==> config.mk <==
export PLATFORM = sky130hd
export DESIGN_NAME = starter_delay_io
export DESIGN_NICKNAME = d
export VERILOG_FILES = /design/src/pkg/starter_pkg.sv /design/src/design/starter_delay_io.sv
export SDC_FILE = /design/constraint.sdc
export NUM_CORES = 1
export LEC_CHECK = 0
export BUFFER_PORTS_ARGS = -buffer_cell sky130_fd_sc_hd__buf_2
export CAP_MARGIN = 20
export CORE_ASPECT_RATIO = 1.2
export CORE_MARGIN = 10
export CORE_UTILIZATION = 57
export CTS_CLUSTER_DIAMETER = 50
export DETAILED_ROUTE_END_ITERATION = 16
export MAX_ROUTING_LAYER = met4
export PLACE_DENSITY_LB_ADDON = 0.05
export SKIP_LAST_GASP = 1
export SYNTH_ARGS = -nofsm -noshare
export SYNTH_HDL_FRONTEND = slang
export SYNTH_SLANG_ARGS = --single-unit
==> constraint.sdc <==
create_clock -name clk -period 2.9 [get_ports clk]
set_input_delay 0.435 -clock clk [delete_from_list [all_inputs] [get_ports clk]]
set_output_delay 0.435 -clock clk [all_outputs]
set_load 0.01 [all_outputs]
==> src/pkg/starter_pkg.sv <==
// Package with constants, register map and carrier types of the starter delay block.
package starter_pkg;

  // Clock rate and timing.
  localparam int unsigned CLK_HZ = 200000000;
  localparam int unsigned SECOND_NS = 1000000000;
  localparam int unsigned CLK_PERIOD_NS = 5;
  localparam int unsigned CYCLES_PER_SECOND = SECOND_NS / CLK_PERIOD_NS;
  localparam int unsigned MAINS_CYCLES_PER_SECOND = 60;
  localparam int unsigned DELAY_WIDTH = 7;

  // Register byte offsets.
  localparam logic [7:0] CTRL_OFFSET = 8'h00;
  localparam logic [7:0] STATUS_OFFSET = 8'h04;
  localparam logic [7:0] ELAPSED_OFFSET = 8'h08;

  // Control register fields.
  localparam int unsigned CTRL_START_BIT = 0;
  localparam int unsigned CTRL_BYPASS_REQ_BIT = 1;
  localparam int unsigned CTRL_ISOLATION_BIT = 2;
  localparam int unsigned CTRL_DECEL_BIT = 3;
  localparam int unsigned CTRL_EMERGENCY_BIT = 4;
  localparam int unsigned CTRL_AUX1_BIT = 5;
  localparam logic [31:0] CTRL_RESET = 32'h0000_0000;
  localparam logic [31:0] OUTS_RESET = 32'h0000_0010;

  // Status register fields.
  localparam int unsigned ST_START_PASS_BIT = 0;
  localparam int unsigned ST_AUX_DONE_BIT = 1;
  localparam int unsigned ST_CAP_DONE_BIT = 2;
  localparam int unsigned ST_AT_SPEED_BIT = 3;
  localparam int unsigned ST_FUSE_OK_BIT = 4;
  localparam int unsigned ST_OVERLOAD_OK_BIT = 5;
  localparam int unsigned ST_CPU_EN_BIT = 6;
  localparam int unsigned ST_DUAL_BIT = 7;

  localparam logic [1:0] RESP_OKAY = 2'h0;
  localparam logic [1:0] RESP_SLVERR = 2'h2;

  // Timer state.
  typedef enum logic [1:0] {
    TMR_IDLE = 2'b00,
    TMR_RUN = 2'b01,
    TMR_DONE = 2'b10
  } tmr_state_t;

  typedef struct packed {
    tmr_state_t st;
    logic [DELAY_WIDTH-1:0] count;
  } timer_t;

  // Switch and jumper settings of one delay.
  typedef struct packed {
    logic cycles_unit;
    logic [DELAY_WIDTH-1:0] value;
  } delay_set_t;

endpackage

==> src/design/starter_delay_io.sv <==
// Start, auxiliary and capacitor delay timers with contactor I/O and AXI4-Lite registers.
//
// Summary of operation
// - Start delay passes start to processor, counting seconds or sixtieth-second cycles.
// - Auxiliary delay times from start command, unit chosen by its own jumper.
// - Capacitor delay runs from bypass closure until capacitor contactor energizes.
// - Every unit selector defaults to seconds when no jumper is fitted.
// - Each delay is an unsigned binary value from seven switch positions.
// - Setting spans 0 to 127, positions weighted 1 through 64.
// - Three separate switch banks set start, auxiliary and capacitor delays.
// - Dual-adjust switch on enables dual ramp, off disables it.
// - Protection jumper fitted holds processor disabled in emergency bypass.
// - Jumper absent keeps processor active in bypass for overload protection.
// - Run output holds main contactor closed through deceleration.
// - At-speed output reports the bypass contactor closed; software commands its closure.
// - Dedicated output energizes and releases the bypass contactor.
// - Dedicated output energizes and releases the inline isolation contactor.
// - At-speed indication comes from the bypass contactor's normally closed auxiliary contact opening.
// - Auxiliary relay one state is reported on a dedicated status output.
// - Auxiliary delay begins counting at the moment of start command.
`timescale 1ns/1ps

module starter_delay_io #(
  parameter int unsigned SECOND_CYCLES = starter_pkg::CYCLES_PER_SECOND
) (
  // Clock, reset and enable.
  input wire logic clk,
  input wire logic rst,
  input wire logic clk_en,
  // Board control inputs.
  input wire logic mains_tick,
  input wire logic start_cmd,
  input wire logic fuse_contact_nc,
  input wire logic overload_contact_nc,
  input wire logic bypass_aux_nc,
  input wire logic emergency_bypass,
  // Switches and jumpers; a jumper input is high when fitted.
  input wire logic dual_adjust_switch,
  input wire logic motor_protection_jumper,
  input wire logic start_unit_select_position,
  input wire logic aux_unit_select_position,
  input wire logic cap_unit_select_position,
  input wire logic [6:0] start_delay_switch_bank,
  input wire logic [6:0] aux_delay_switch_bank,
  input wire logic [6:0] cap_contactor_delay_switch_bank,
  // Outputs to processor and contactors.
  output logic start_to_cpu,
  output logic aux_start_relay,
  output logic cap_contactor,
  output logic dual_ramp_en,
  output logic cpu_enable,
  output logic run_hold_relay,
  output logic at_speed,
  output logic bypass_contactor,
  output logic isolation_contactor,
  output logic aux1_status,
  // AXI4-Lite slave.
  input wire logic [7:0] s_axi_awaddr,
  input wire logic s_axi_awvalid,
  output logic s_axi_awready,
  input wire logic [31:0] s_axi_wdata,
  input wire logic [3:0] s_axi_wstrb,
  input wire logic s_axi_wvalid,
  output logic s_axi_wready,
  output logic [1:0] s_axi_bresp,
  output logic s_axi_bvalid,
  input wire logic s_axi_bready,
  input wire logic [7:0] s_axi_araddr,
  input wire logic s_axi_arvalid,
  output logic s_axi_arready,
  output logic [31:0] s_axi_rdata,
  output logic [1:0] s_axi_rresp,
  output logic s_axi_rvalid,
  input wire logic s_axi_rready
);

  // All state lives in one record, so the clock enable freezes timers, outputs and bus together.
  // Nothing can drift apart while frozen, at the cost of a wide register for every field.
  typedef struct packed {
    logic [31:0] presc;
    logic sec_tick;
    logic cyc_tick;
    starter_pkg::timer_t t_start;
    starter_pkg::timer_t t_aux;
    starter_pkg::timer_t t_cap;
    logic start_prev;
    logic bypass_prev;
    logic [31:0] ctrl;
    logic [31:0] outs;
    logic aw_got;
    logic w_got;
    logic [7:0] aw_addr;
    logic [31:0] w_data;
    logic [3:0] w_strb;
    logic bvalid;
    logic [1:0] bresp;
    logic rvalid;
    logic [31:0] rdata;
    logic [1:0] rresp;
  } state_t;

  state_t s_q;
  state_t s_d;

  // Steps one delay timer: trigger restarts, zero value fires at once, release clears.
  function automatic starter_pkg::timer_t step_timer(
    input starter_pkg::timer_t t,
    input logic active,
    input logic trigger,
    input starter_pkg::delay_set_t cfg,
    input logic sec_tick,
    input logic cyc_tick
  );
    starter_pkg::timer_t n;
    logic tick;
    n = t;
    tick = cfg.cycles_unit ? cyc_tick : sec_tick;
    if (!active)
    begin
      n.st = starter_pkg::TMR_IDLE;
      n.count = '0;
    end
    // A start held through reset restarts from idle without needing a fresh edge.
    else if (trigger || t.st == starter_pkg::TMR_IDLE)
    begin
      n.count = '0;
      n.st = (cfg.value == '0) ? starter_pkg::TMR_DONE : starter_pkg::TMR_RUN;
    end
    else if (t.st == starter_pkg::TMR_RUN && tick)
    begin
      // The count stops at the setting, so the seven bits never wrap.
      n.count = t.count + 7'h01;
      if (n.count >= cfg.value)
      begin
        n.st = starter_pkg::TMR_DONE;
      end
    end
    return n;
  endfunction

  starter_pkg::delay_set_t start_cfg;
  starter_pkg::delay_set_t aux_cfg;
  starter_pkg::delay_set_t cap_cfg;
  logic start_live;
  logic bypass_closed;
  logic decel;
  logic aw_fire;
  logic w_fire;
  logic wr_go;
  logic rd_go;
  logic [31:0] status_word;

  // Absent jumper reads low, which selects seconds.
  assign start_cfg = {start_unit_select_position, start_delay_switch_bank};
  assign aux_cfg = {aux_unit_select_position, aux_delay_switch_bank};
  assign cap_cfg = {cap_unit_select_position, cap_contactor_delay_switch_bank};

  // A closed contactor opens its normally closed auxiliary contact.
  assign bypass_closed = !bypass_aux_nc;
  assign start_live = start_cmd || s_q.ctrl[starter_pkg::CTRL_START_BIT];
  assign decel = s_q.ctrl[starter_pkg::CTRL_DECEL_BIT];

  // Bus handshakes stay combinational so an address and data may land in either order.
  assign s_axi_awready = !s_q.aw_got && !s_q.bvalid;
  assign s_axi_wready = !s_q.w_got && !s_q.bvalid;
  assign s_axi_arready = !s_q.rvalid;
  assign aw_fire = s_axi_awvalid && s_axi_awready;
  assign w_fire = s_axi_wvalid && s_axi_wready;
  assign wr_go = (s_q.aw_got || aw_fire) && (s_q.w_got || w_fire) && !s_q.bvalid;
  assign rd_go = s_axi_arvalid && s_axi_arready;

  // Live status word shown to software.
  always_comb
  begin
    // Fuse and overload contacts are shown live; they are taken as already synchronous to the clock.
    status_word = 32'h0000_0000;
    status_word[starter_pkg::ST_START_PASS_BIT] = s_q.outs[0];
    status_word[starter_pkg::ST_AUX_DONE_BIT] = s_q.outs[1];
    status_word[starter_pkg::ST_CAP_DONE_BIT] = s_q.outs[2];
    status_word[starter_pkg::ST_AT_SPEED_BIT] = s_q.outs[6];
    status_word[starter_pkg::ST_FUSE_OK_BIT] = fuse_contact_nc;
    status_word[starter_pkg::ST_OVERLOAD_OK_BIT] = overload_contact_nc;
    status_word[starter_pkg::ST_CPU_EN_BIT] = s_q.outs[4];
    status_word[starter_pkg::ST_DUAL_BIT] = s_q.outs[3];
  end

  // Next-state logic for timers, outputs and bus slave.
  always_comb
  begin
    logic [7:0] waddr;
    logic [31:0] wdat;
    logic [3:0] wstb;
    waddr = 8'h00;
    wdat = 32'h0000_0000;
    wstb = 4'h0;
    s_d = s_q;
    s_d.sec_tick = 1'b0;
    s_d.cyc_tick = mains_tick;
    // Prescaler free-runs so seconds are whole but the first one may be short.
    if (s_q.presc >= SECOND_CYCLES - 1)
    begin
      s_d.presc = 32'h0000_0000;
      s_d.sec_tick = 1'b1;
    end
    else
    begin
      s_d.presc = s_q.presc + 32'h0000_0001;
    end
    s_d.start_prev = start_live;
    s_d.bypass_prev = bypass_closed;
    // Ticks come from registered copies, so every timer sees each tick exactly once.
    s_d.t_start = step_timer(s_q.t_start, start_live, start_live && !s_q.start_prev,
      start_cfg, s_q.sec_tick, s_q.cyc_tick);
    s_d.t_aux = step_timer(s_q.t_aux, start_live, start_live && !s_q.start_prev,
      aux_cfg, s_q.sec_tick, s_q.cyc_tick);
    s_d.t_cap = step_timer(s_q.t_cap, bypass_closed, bypass_closed && !s_q.bypass_prev,
      cap_cfg, s_q.sec_tick, s_q.cyc_tick);
    // Output bits: start, aux, cap, dual, cpu_en, run, at_speed, bypass, isolation, aux1.
    s_d.outs = 32'h0000_0000;
    s_d.outs[0] = s_q.t_start.st == starter_pkg::TMR_DONE;
    s_d.outs[1] = s_q.t_aux.st == starter_pkg::TMR_DONE;
    s_d.outs[2] = s_q.t_cap.st == starter_pkg::TMR_DONE;
    s_d.outs[3] = dual_adjust_switch;
    s_d.outs[4] = !(s_q.ctrl[starter_pkg::CTRL_EMERGENCY_BIT] || emergency_bypass)
      || !motor_protection_jumper;
    s_d.outs[5] = s_q.outs[0] || decel;
    s_d.outs[6] = bypass_closed;
    s_d.outs[7] = s_q.ctrl[starter_pkg::CTRL_BYPASS_REQ_BIT];
    s_d.outs[8] = s_q.ctrl[starter_pkg::CTRL_ISOLATION_BIT];
    s_d.outs[9] = s_q.ctrl[starter_pkg::CTRL_AUX1_BIT];
    // Write channel.
    if (aw_fire)
    begin
      s_d.aw_got = 1'b1;
      s_d.aw_addr = s_axi_awaddr;
    end
    if (w_fire)
    begin
      s_d.w_got = 1'b1;
      s_d.w_data = s_axi_wdata;
      s_d.w_strb = s_axi_wstrb;
    end
    if (wr_go)
    begin
      waddr = s_q.aw_got ? s_q.aw_addr : s_axi_awaddr;
      wdat = s_q.w_got ? s_q.w_data : s_axi_wdata;
      wstb = s_q.w_got ? s_q.w_strb : s_axi_wstrb;
      s_d.aw_got = 1'b0;
      s_d.w_got = 1'b0;
      s_d.bvalid = 1'b1;
      s_d.bresp = starter_pkg::RESP_OKAY;
      // Only the control word takes data; the read-only words accept and drop it.
      case (waddr)
        starter_pkg::CTRL_OFFSET:
        begin
          for (int i = 0; i < 4; i++)
          begin
            if (wstb[i])
            begin
              s_d.ctrl[i*8 +: 8] = wdat[i*8 +: 8];
            end
          end
        end
        starter_pkg::STATUS_OFFSET, starter_pkg::ELAPSED_OFFSET:
        begin
          s_d.bresp = starter_pkg::RESP_OKAY;
        end
        default:
        begin
          s_d.bresp = starter_pkg::RESP_SLVERR;
        end
      endcase
    end
    else if (s_q.bvalid && s_axi_bready)
    begin
      s_d.bvalid = 1'b0;
    end
    // Read channel.
    if (rd_go)
    begin
      s_d.rvalid = 1'b1;
      s_d.rresp = starter_pkg::RESP_OKAY;
      // The elapsed word packs the three counts one byte apart, start lowest.
      case (s_axi_araddr)
        starter_pkg::CTRL_OFFSET: s_d.rdata = s_q.ctrl;
        starter_pkg::STATUS_OFFSET: s_d.rdata = status_word;
        starter_pkg::ELAPSED_OFFSET:
          s_d.rdata = {8'h00, 1'b0, s_q.t_cap.count, 1'b0, s_q.t_aux.count,
            1'b0, s_q.t_start.count};
        default:
        begin
          s_d.rdata = 32'h0000_0000;
          s_d.rresp = starter_pkg::RESP_SLVERR;
        end
      endcase
    end
    else if (s_q.rvalid && s_axi_rready)
    begin
      s_d.rvalid = 1'b0;
    end
  end

  // State register; clock enable freezes everything.
  always_ff @(posedge clk)
  begin
    // Reset acts even while the enable is low, so a frozen block still leaves reset cleanly.
    if (rst)
    begin
      s_q <= '0;
      s_q.ctrl <= starter_pkg::CTRL_RESET;
      // Only the processor enable is set, since no bypass mode is active out of reset.
      s_q.outs <= starter_pkg::OUTS_RESET;
    end
    else if (clk_en)
    begin
      s_q <= s_d;
    end
  end

  // Outputs straight from flip-flops.
  assign start_to_cpu = s_q.outs[0];
  assign aux_start_relay = s_q.outs[1];
  assign cap_contactor = s_q.outs[2];
  assign dual_ramp_en = s_q.outs[3];
  assign cpu_enable = s_q.outs[4];
  assign run_hold_relay = s_q.outs[5];
  assign at_speed = s_q.outs[6];
  assign bypass_contactor = s_q.outs[7];
  assign isolation_contactor = s_q.outs[8];
  assign aux1_status = s_q.outs[9];
  assign s_axi_bvalid = s_q.bvalid;
  assign s_axi_bresp = s_q.bresp;
  assign s_axi_rvalid = s_q.rvalid;
  assign s_axi_rdata = s_q.rdata;
  assign s_axi_rresp = s_q.rresp;

endmodule // starter_delay_io

# --- Yosys cells after proc, flatten, opt, wreduce, memory -nomap -nowiden ---
# Index checks and enable logic that the tools add are counted.
totals:
  ff_bits: 189
  input_bits: 92
  output_inout_bits: 51
op_classes:
  n_eq_ne: 14
  muxes: 33
  reduce_logical: 66
  magnitude_cmp: 4
  add_sub_neg: 4
ops:
  columns: ["operator", "n"]
  rows:
  - ["$pmux W32 S3", 1]
  - ["$mux W9", 9]
  - ["$mux W32", 2]
  - ["$add A32 B1 Y32 const B", 1]
  - ["$ge A32 B28 Y1 const B", 1]
  - ["$reduce_and A2 Y1", 11]
  - ["$add A7 B1 Y7 const B", 3]
  - ["$ge A7 B7 Y1", 3]
  - ["$logic_not A7 Y1", 3]
  - ["$mux W2", 9]
  - ["$eq A8 B3 Y1 const B", 2]
  - ["$eq A8 B4 Y1 const B", 2]
  - ["$logic_not A8 Y1", 2]
  - ["$reduce_and A4 Y1", 4]
  - ["$logic_and A1 B1 Y1", 14]
  - ["$ne A3 B1 Y1 const B", 4]
  - ["$mux W1", 10]
  - ["$logic_not A1 Y1", 9]
  - ["$logic_or A1 B1 Y1", 9]
  - ["$reduce_and A3 Y1", 3]
  - ["$mux W8", 1]
  - ["$reduce_bool A2 Y1", 4]
  - ["$eq A2 B1 Y1 const B", 3]
  - ["$eq A2 B2 Y1 const B", 3]
  - ["4 further kinds", 8]

# --- Logic depth before layout (Yosys ltp) ---
logic_depth:
  word_depth: 8
  mapped_depth: 10
  mapped_depth_nobuf: 10

# --- Worst setup path before layout ---
# OpenSTA, ideal clock, no wires.
synth_timing:
  path_type: "register to register"
  start: "reg s_q[150] in the netlist's numbering"
  end: "reg s_q[157] in the netlist's numbering"
  stages_incl_launch_ff: 10
  t_arrival_ns: 2.278
  path_slack_ns: 0.490
  path_buffers: 0
  path_cell_list: "dfxtp_1 -> ha_1 -> and3_1 -> nand3_1 -> xnor2_1 -> ha_1 -> o2111a_1 -> a2111oi_0 -> or4_1 -> a21oi_1"
synth_via:
  elab_chain_len: 4
synth_rtl:
  columns: ["item", "line_no", "source"]
  rows:
  - ["start, declared", "starter_delay_io.sv:102", "state_t s_q;"]
  - ["$add A7 B1 Y7", "starter_delay_io.sv:132", "n.count = t.count + 7'h01;"]
  - ["$ge A7 B7 Y1", "starter_delay_io.sv:133", "if (n.count >= cfg.value)"]
  - ["$reduce_bool A3 Y1 (no line)", null, null]
  - ["$reduce_and A3 Y1 (no line)", null, null]
# Every way passes these cells.
# A chain may end at the register's enable or synchronous reset.

# --- Worst setup path in the final report ---
# Ends and elaborated chain as after synthesis.

==> impl_metrics.ini <==
[timing]
final_max_slew_viol_count = 0
hold_viol = 0
max_freq_mhz = 383
rsz0062_at_grt = no
finalCriticalPeriod_ns = 2.61
worstMarginPinSlew_ns = 0.851
maxSlewHeadroom = 0.429
setup_viol = 0
fin_tns_setup_ns = 0
period_share = 0.901
fin_worst_skew_ns = 0.00977

[layout]
multi_input_area_mm2 = 0.00486
area_growth_pct = 14.2
utilization = 0.665
final_cell_mix = dfxtp_1, nand2_1, buf_2
final_cells = 1396
drive_above_1_share = 0.221
fillers = 1393
fin_nets = 1291
layout_commonest_cell = dfxtp_1
final-seq-area_mm2 = 0.00372

[synthesis]
ys_seq_area_frac = 0.407
async_flop_share = 0
ys_warn_count = 0
synth_top_area_cell = dfxtp_1
synthCells = 1077
yosys-top-cells-area = dfxtp_1, nand2_1, mux2i_1
synth_seq_cells = 186
synthDistinctLibCells = 56
synthesis.area_mm2 = 0.00915
ys.flop_type = dfxtp_1
synth_top_area_frac = 0.407
synth-edff-count = 0
postSynthAreaPerCell_um2 = 8.49

[clock_network]
htree_levels = 4
cts_setup_buffers = 0
cts_max_path_buffers = 2
holdBufCountCts = 0
cts.sinks = 186
clk_pin_slew_ns = 0.07
cts_root_buf = clkbuf_16
post_cts_resized = 0
clk_latency_ns = 0.43
cts_tree = built
cts_made_buffers = 17

[critical_path]
cpMostUsedCell = ha_1
start_kind = register
crit_fanout = 7
crit_type = reg2reg
crit_path_end_kind = register
required_ns = 3.26
cpMaxStageDelayCell = a2111oi_0
crit_arrival_ns = 2.98
path_cells = ha_1 > and3_1 > nand3_1 > xnor2_1 > ha_1 > o2111a_1 > a2111oi_0 > buf_4 > o21ai_0 > a21oi_1
max_stage_delay_ns = 0.51

[route]
via_per_inst = 5.47
vias = 7632
drc_errors = 0
drt-initial-drc-count = 435
detail_route.wl_per_cell_um = 16.0
ant_nets = 0
dr.pass1.iters = 6
routed_wl_um = 22300

[floorplanning]
coreArea_mm2 = 0.0157
io_pins = 143
dieArea_mm2 = 0.0215
row_count = 50
die_w_um = 136
die_h_um = 159
initial_utilization = 0.583

[placed_design]
place_inst = 1363
port_buffers = 140
place_congestion = 0.900
place_hpwl_um = 16400

[global_route]
gr-usage-met3 = 0.0441
grt_pass1_wl_um = 37400
grt_pass1_vias = 7610
global_route.usage.met2 = 0.348
grt_antenna_before_repair = 2
grt_use_total = 0.214
overflow = 0
use_met1 = 0.257
grt_max_degree = 55
top_usage_layer = met2

[hold_path]
hold_class = in2reg

[pwr]
power_mw = 5.46
powerDensity_mw_per_mm2 = 523
ir_drop_mv = 0.434
power.leakage_nw = 4.44

[job]
cap_violations = 0

[outcome]
outcome = finished clean
==> registers in the layout (all words and copies together), names as in the netlist <==
signal               count
s_axi_rresp              1
aux_start_relay          1
decel                    1
s_axi_rvalid             1
dual_ramp_en             1
at_speed                 1
cpu_enable               1
s_axi_bresp              1
s_q                    136
bypass_contactor         1
start_to_cpu             1
s_axi_rdata             32
isolation_contactor      1
s_d                      3
aux1_status              1
s_axi_bvalid             1
run_hold_relay           1
cap_contactor            1
==> synthesized netlist by cell type (10+ instances only) <==
| library cell | count |
|---|---|
| dfxtp_1 | 186 |
| nand2_1 | 163 |
| nor2_1 | 114 |
| a21oi_1 | 92 |
| mux2i_1 | 51 |
| clkbuf_1 | 44 |
| buf_4 | 36 |
| mux2_2 | 36 |
| o21ai_0 | 32 |
| nand3_1 | 30 |
| inv_1 | 29 |
| ha_1 | 25 |
| xnor2_1 | 22 |
| a22oi_1 | 21 |
| xor2_1 | 21 |
| nand4_1 | 18 |
| o21ai_1 | 12 |
| nor3_1 | 10 |
| nor4_1 | 10 |
| or3b_2 | 10 |
==> power breakdown <==
| group | internal (mW) | total (mW) | switching [mW] |
|---|---|---|---|
| Sequential | 2.61 | 2.65 | 0.0401 |
| Clock | 1.32 | 2.35 | 1.02 |
| Combinational | 0.196 | 0.472 | 0.276 |
| Total | 4.13 | 5.46 | 1.34 |
==> layout make-up <==
cell class	count	area share
multi-input combinational	774	0.465
sequential	186	0.357
clock buffer	19	0.0434
clock inverter	12	0.0132
antenna	2	0.000479
tap	208	0.0249
inverter	29	0.0104
timing repair buffer	166	0.0860
==> logic make-up (layout without fill, tap and decap cells) <==
kind of cell / count (synthesis) / in the layout / share of synthesized area
AND/OR/NAND/NOR: 430 / 430 / 0.228
AO/OA/AOI/OAI: 187 / 187 / 0.125
flip-flops: 186 / 186 / 0.407
buffers and inverters: 118 / 226 / 0.0637
multiplexers: 87 / 87 / 0.100
XOR/XNOR: 43 / 43 / 0.0412
adder cells (fa/ha/maj): 25 / 25 / 0.0342
other: 1 / 4 / 0.000410
==> critical path: cells and delay by family, from the launching register on <==
| family | cells | cell delay, ns |
|---|---|---|
| AOI/OAI and AO/OA | 4 | 0.83 |
| xor gates and xnor gates | 1 | 0.21 |
| adders and majority gates | 2 | 0.55 |
| buffers and inverters | 1 | 0.21 |
| DFF | 1 | 0.43 |
| and+or+nand+nor | 2 | 0.30 |
==> per-stage QoR <==
step	setup slack [ns]	hold slack (ns)	cell area (µm²)
detailed placement	0.326	0.439	9850
floorplan	0.490	0.426	9150
global route	0.0687	0.231	10400
global placement	0.445	0.438	9850
CTS	0.285	0.230	10400
finish	0.286	0.243	10400
==> per-layer routing <==
| metal | up-vias | share of wire |
|---|---|---|
| li1 | 3897 | - |
| met1 | 3548 | 0.45 |
| met5 | - | 0 |
| met2 | 158 | 0.49 |
| met4 | 0 | 0.016 |
| met3 | 29 | 0.050 |
==> path summary, 6_finish.rpt <==
kind                endpoint  depth (start not counted)  slack [ns]             from
max                 s_q[157]                         10        0.29         s_q[150]
min reg2reg  s_axi_rdata[19]                          2        0.45  s_axi_rdata[19]
max reg2reg         s_q[157]                         10        0.29         s_q[150]
min                 s_q[177]                          3        0.24       mains_tick
No activity file was read; power rests on OpenSTA's default activity.
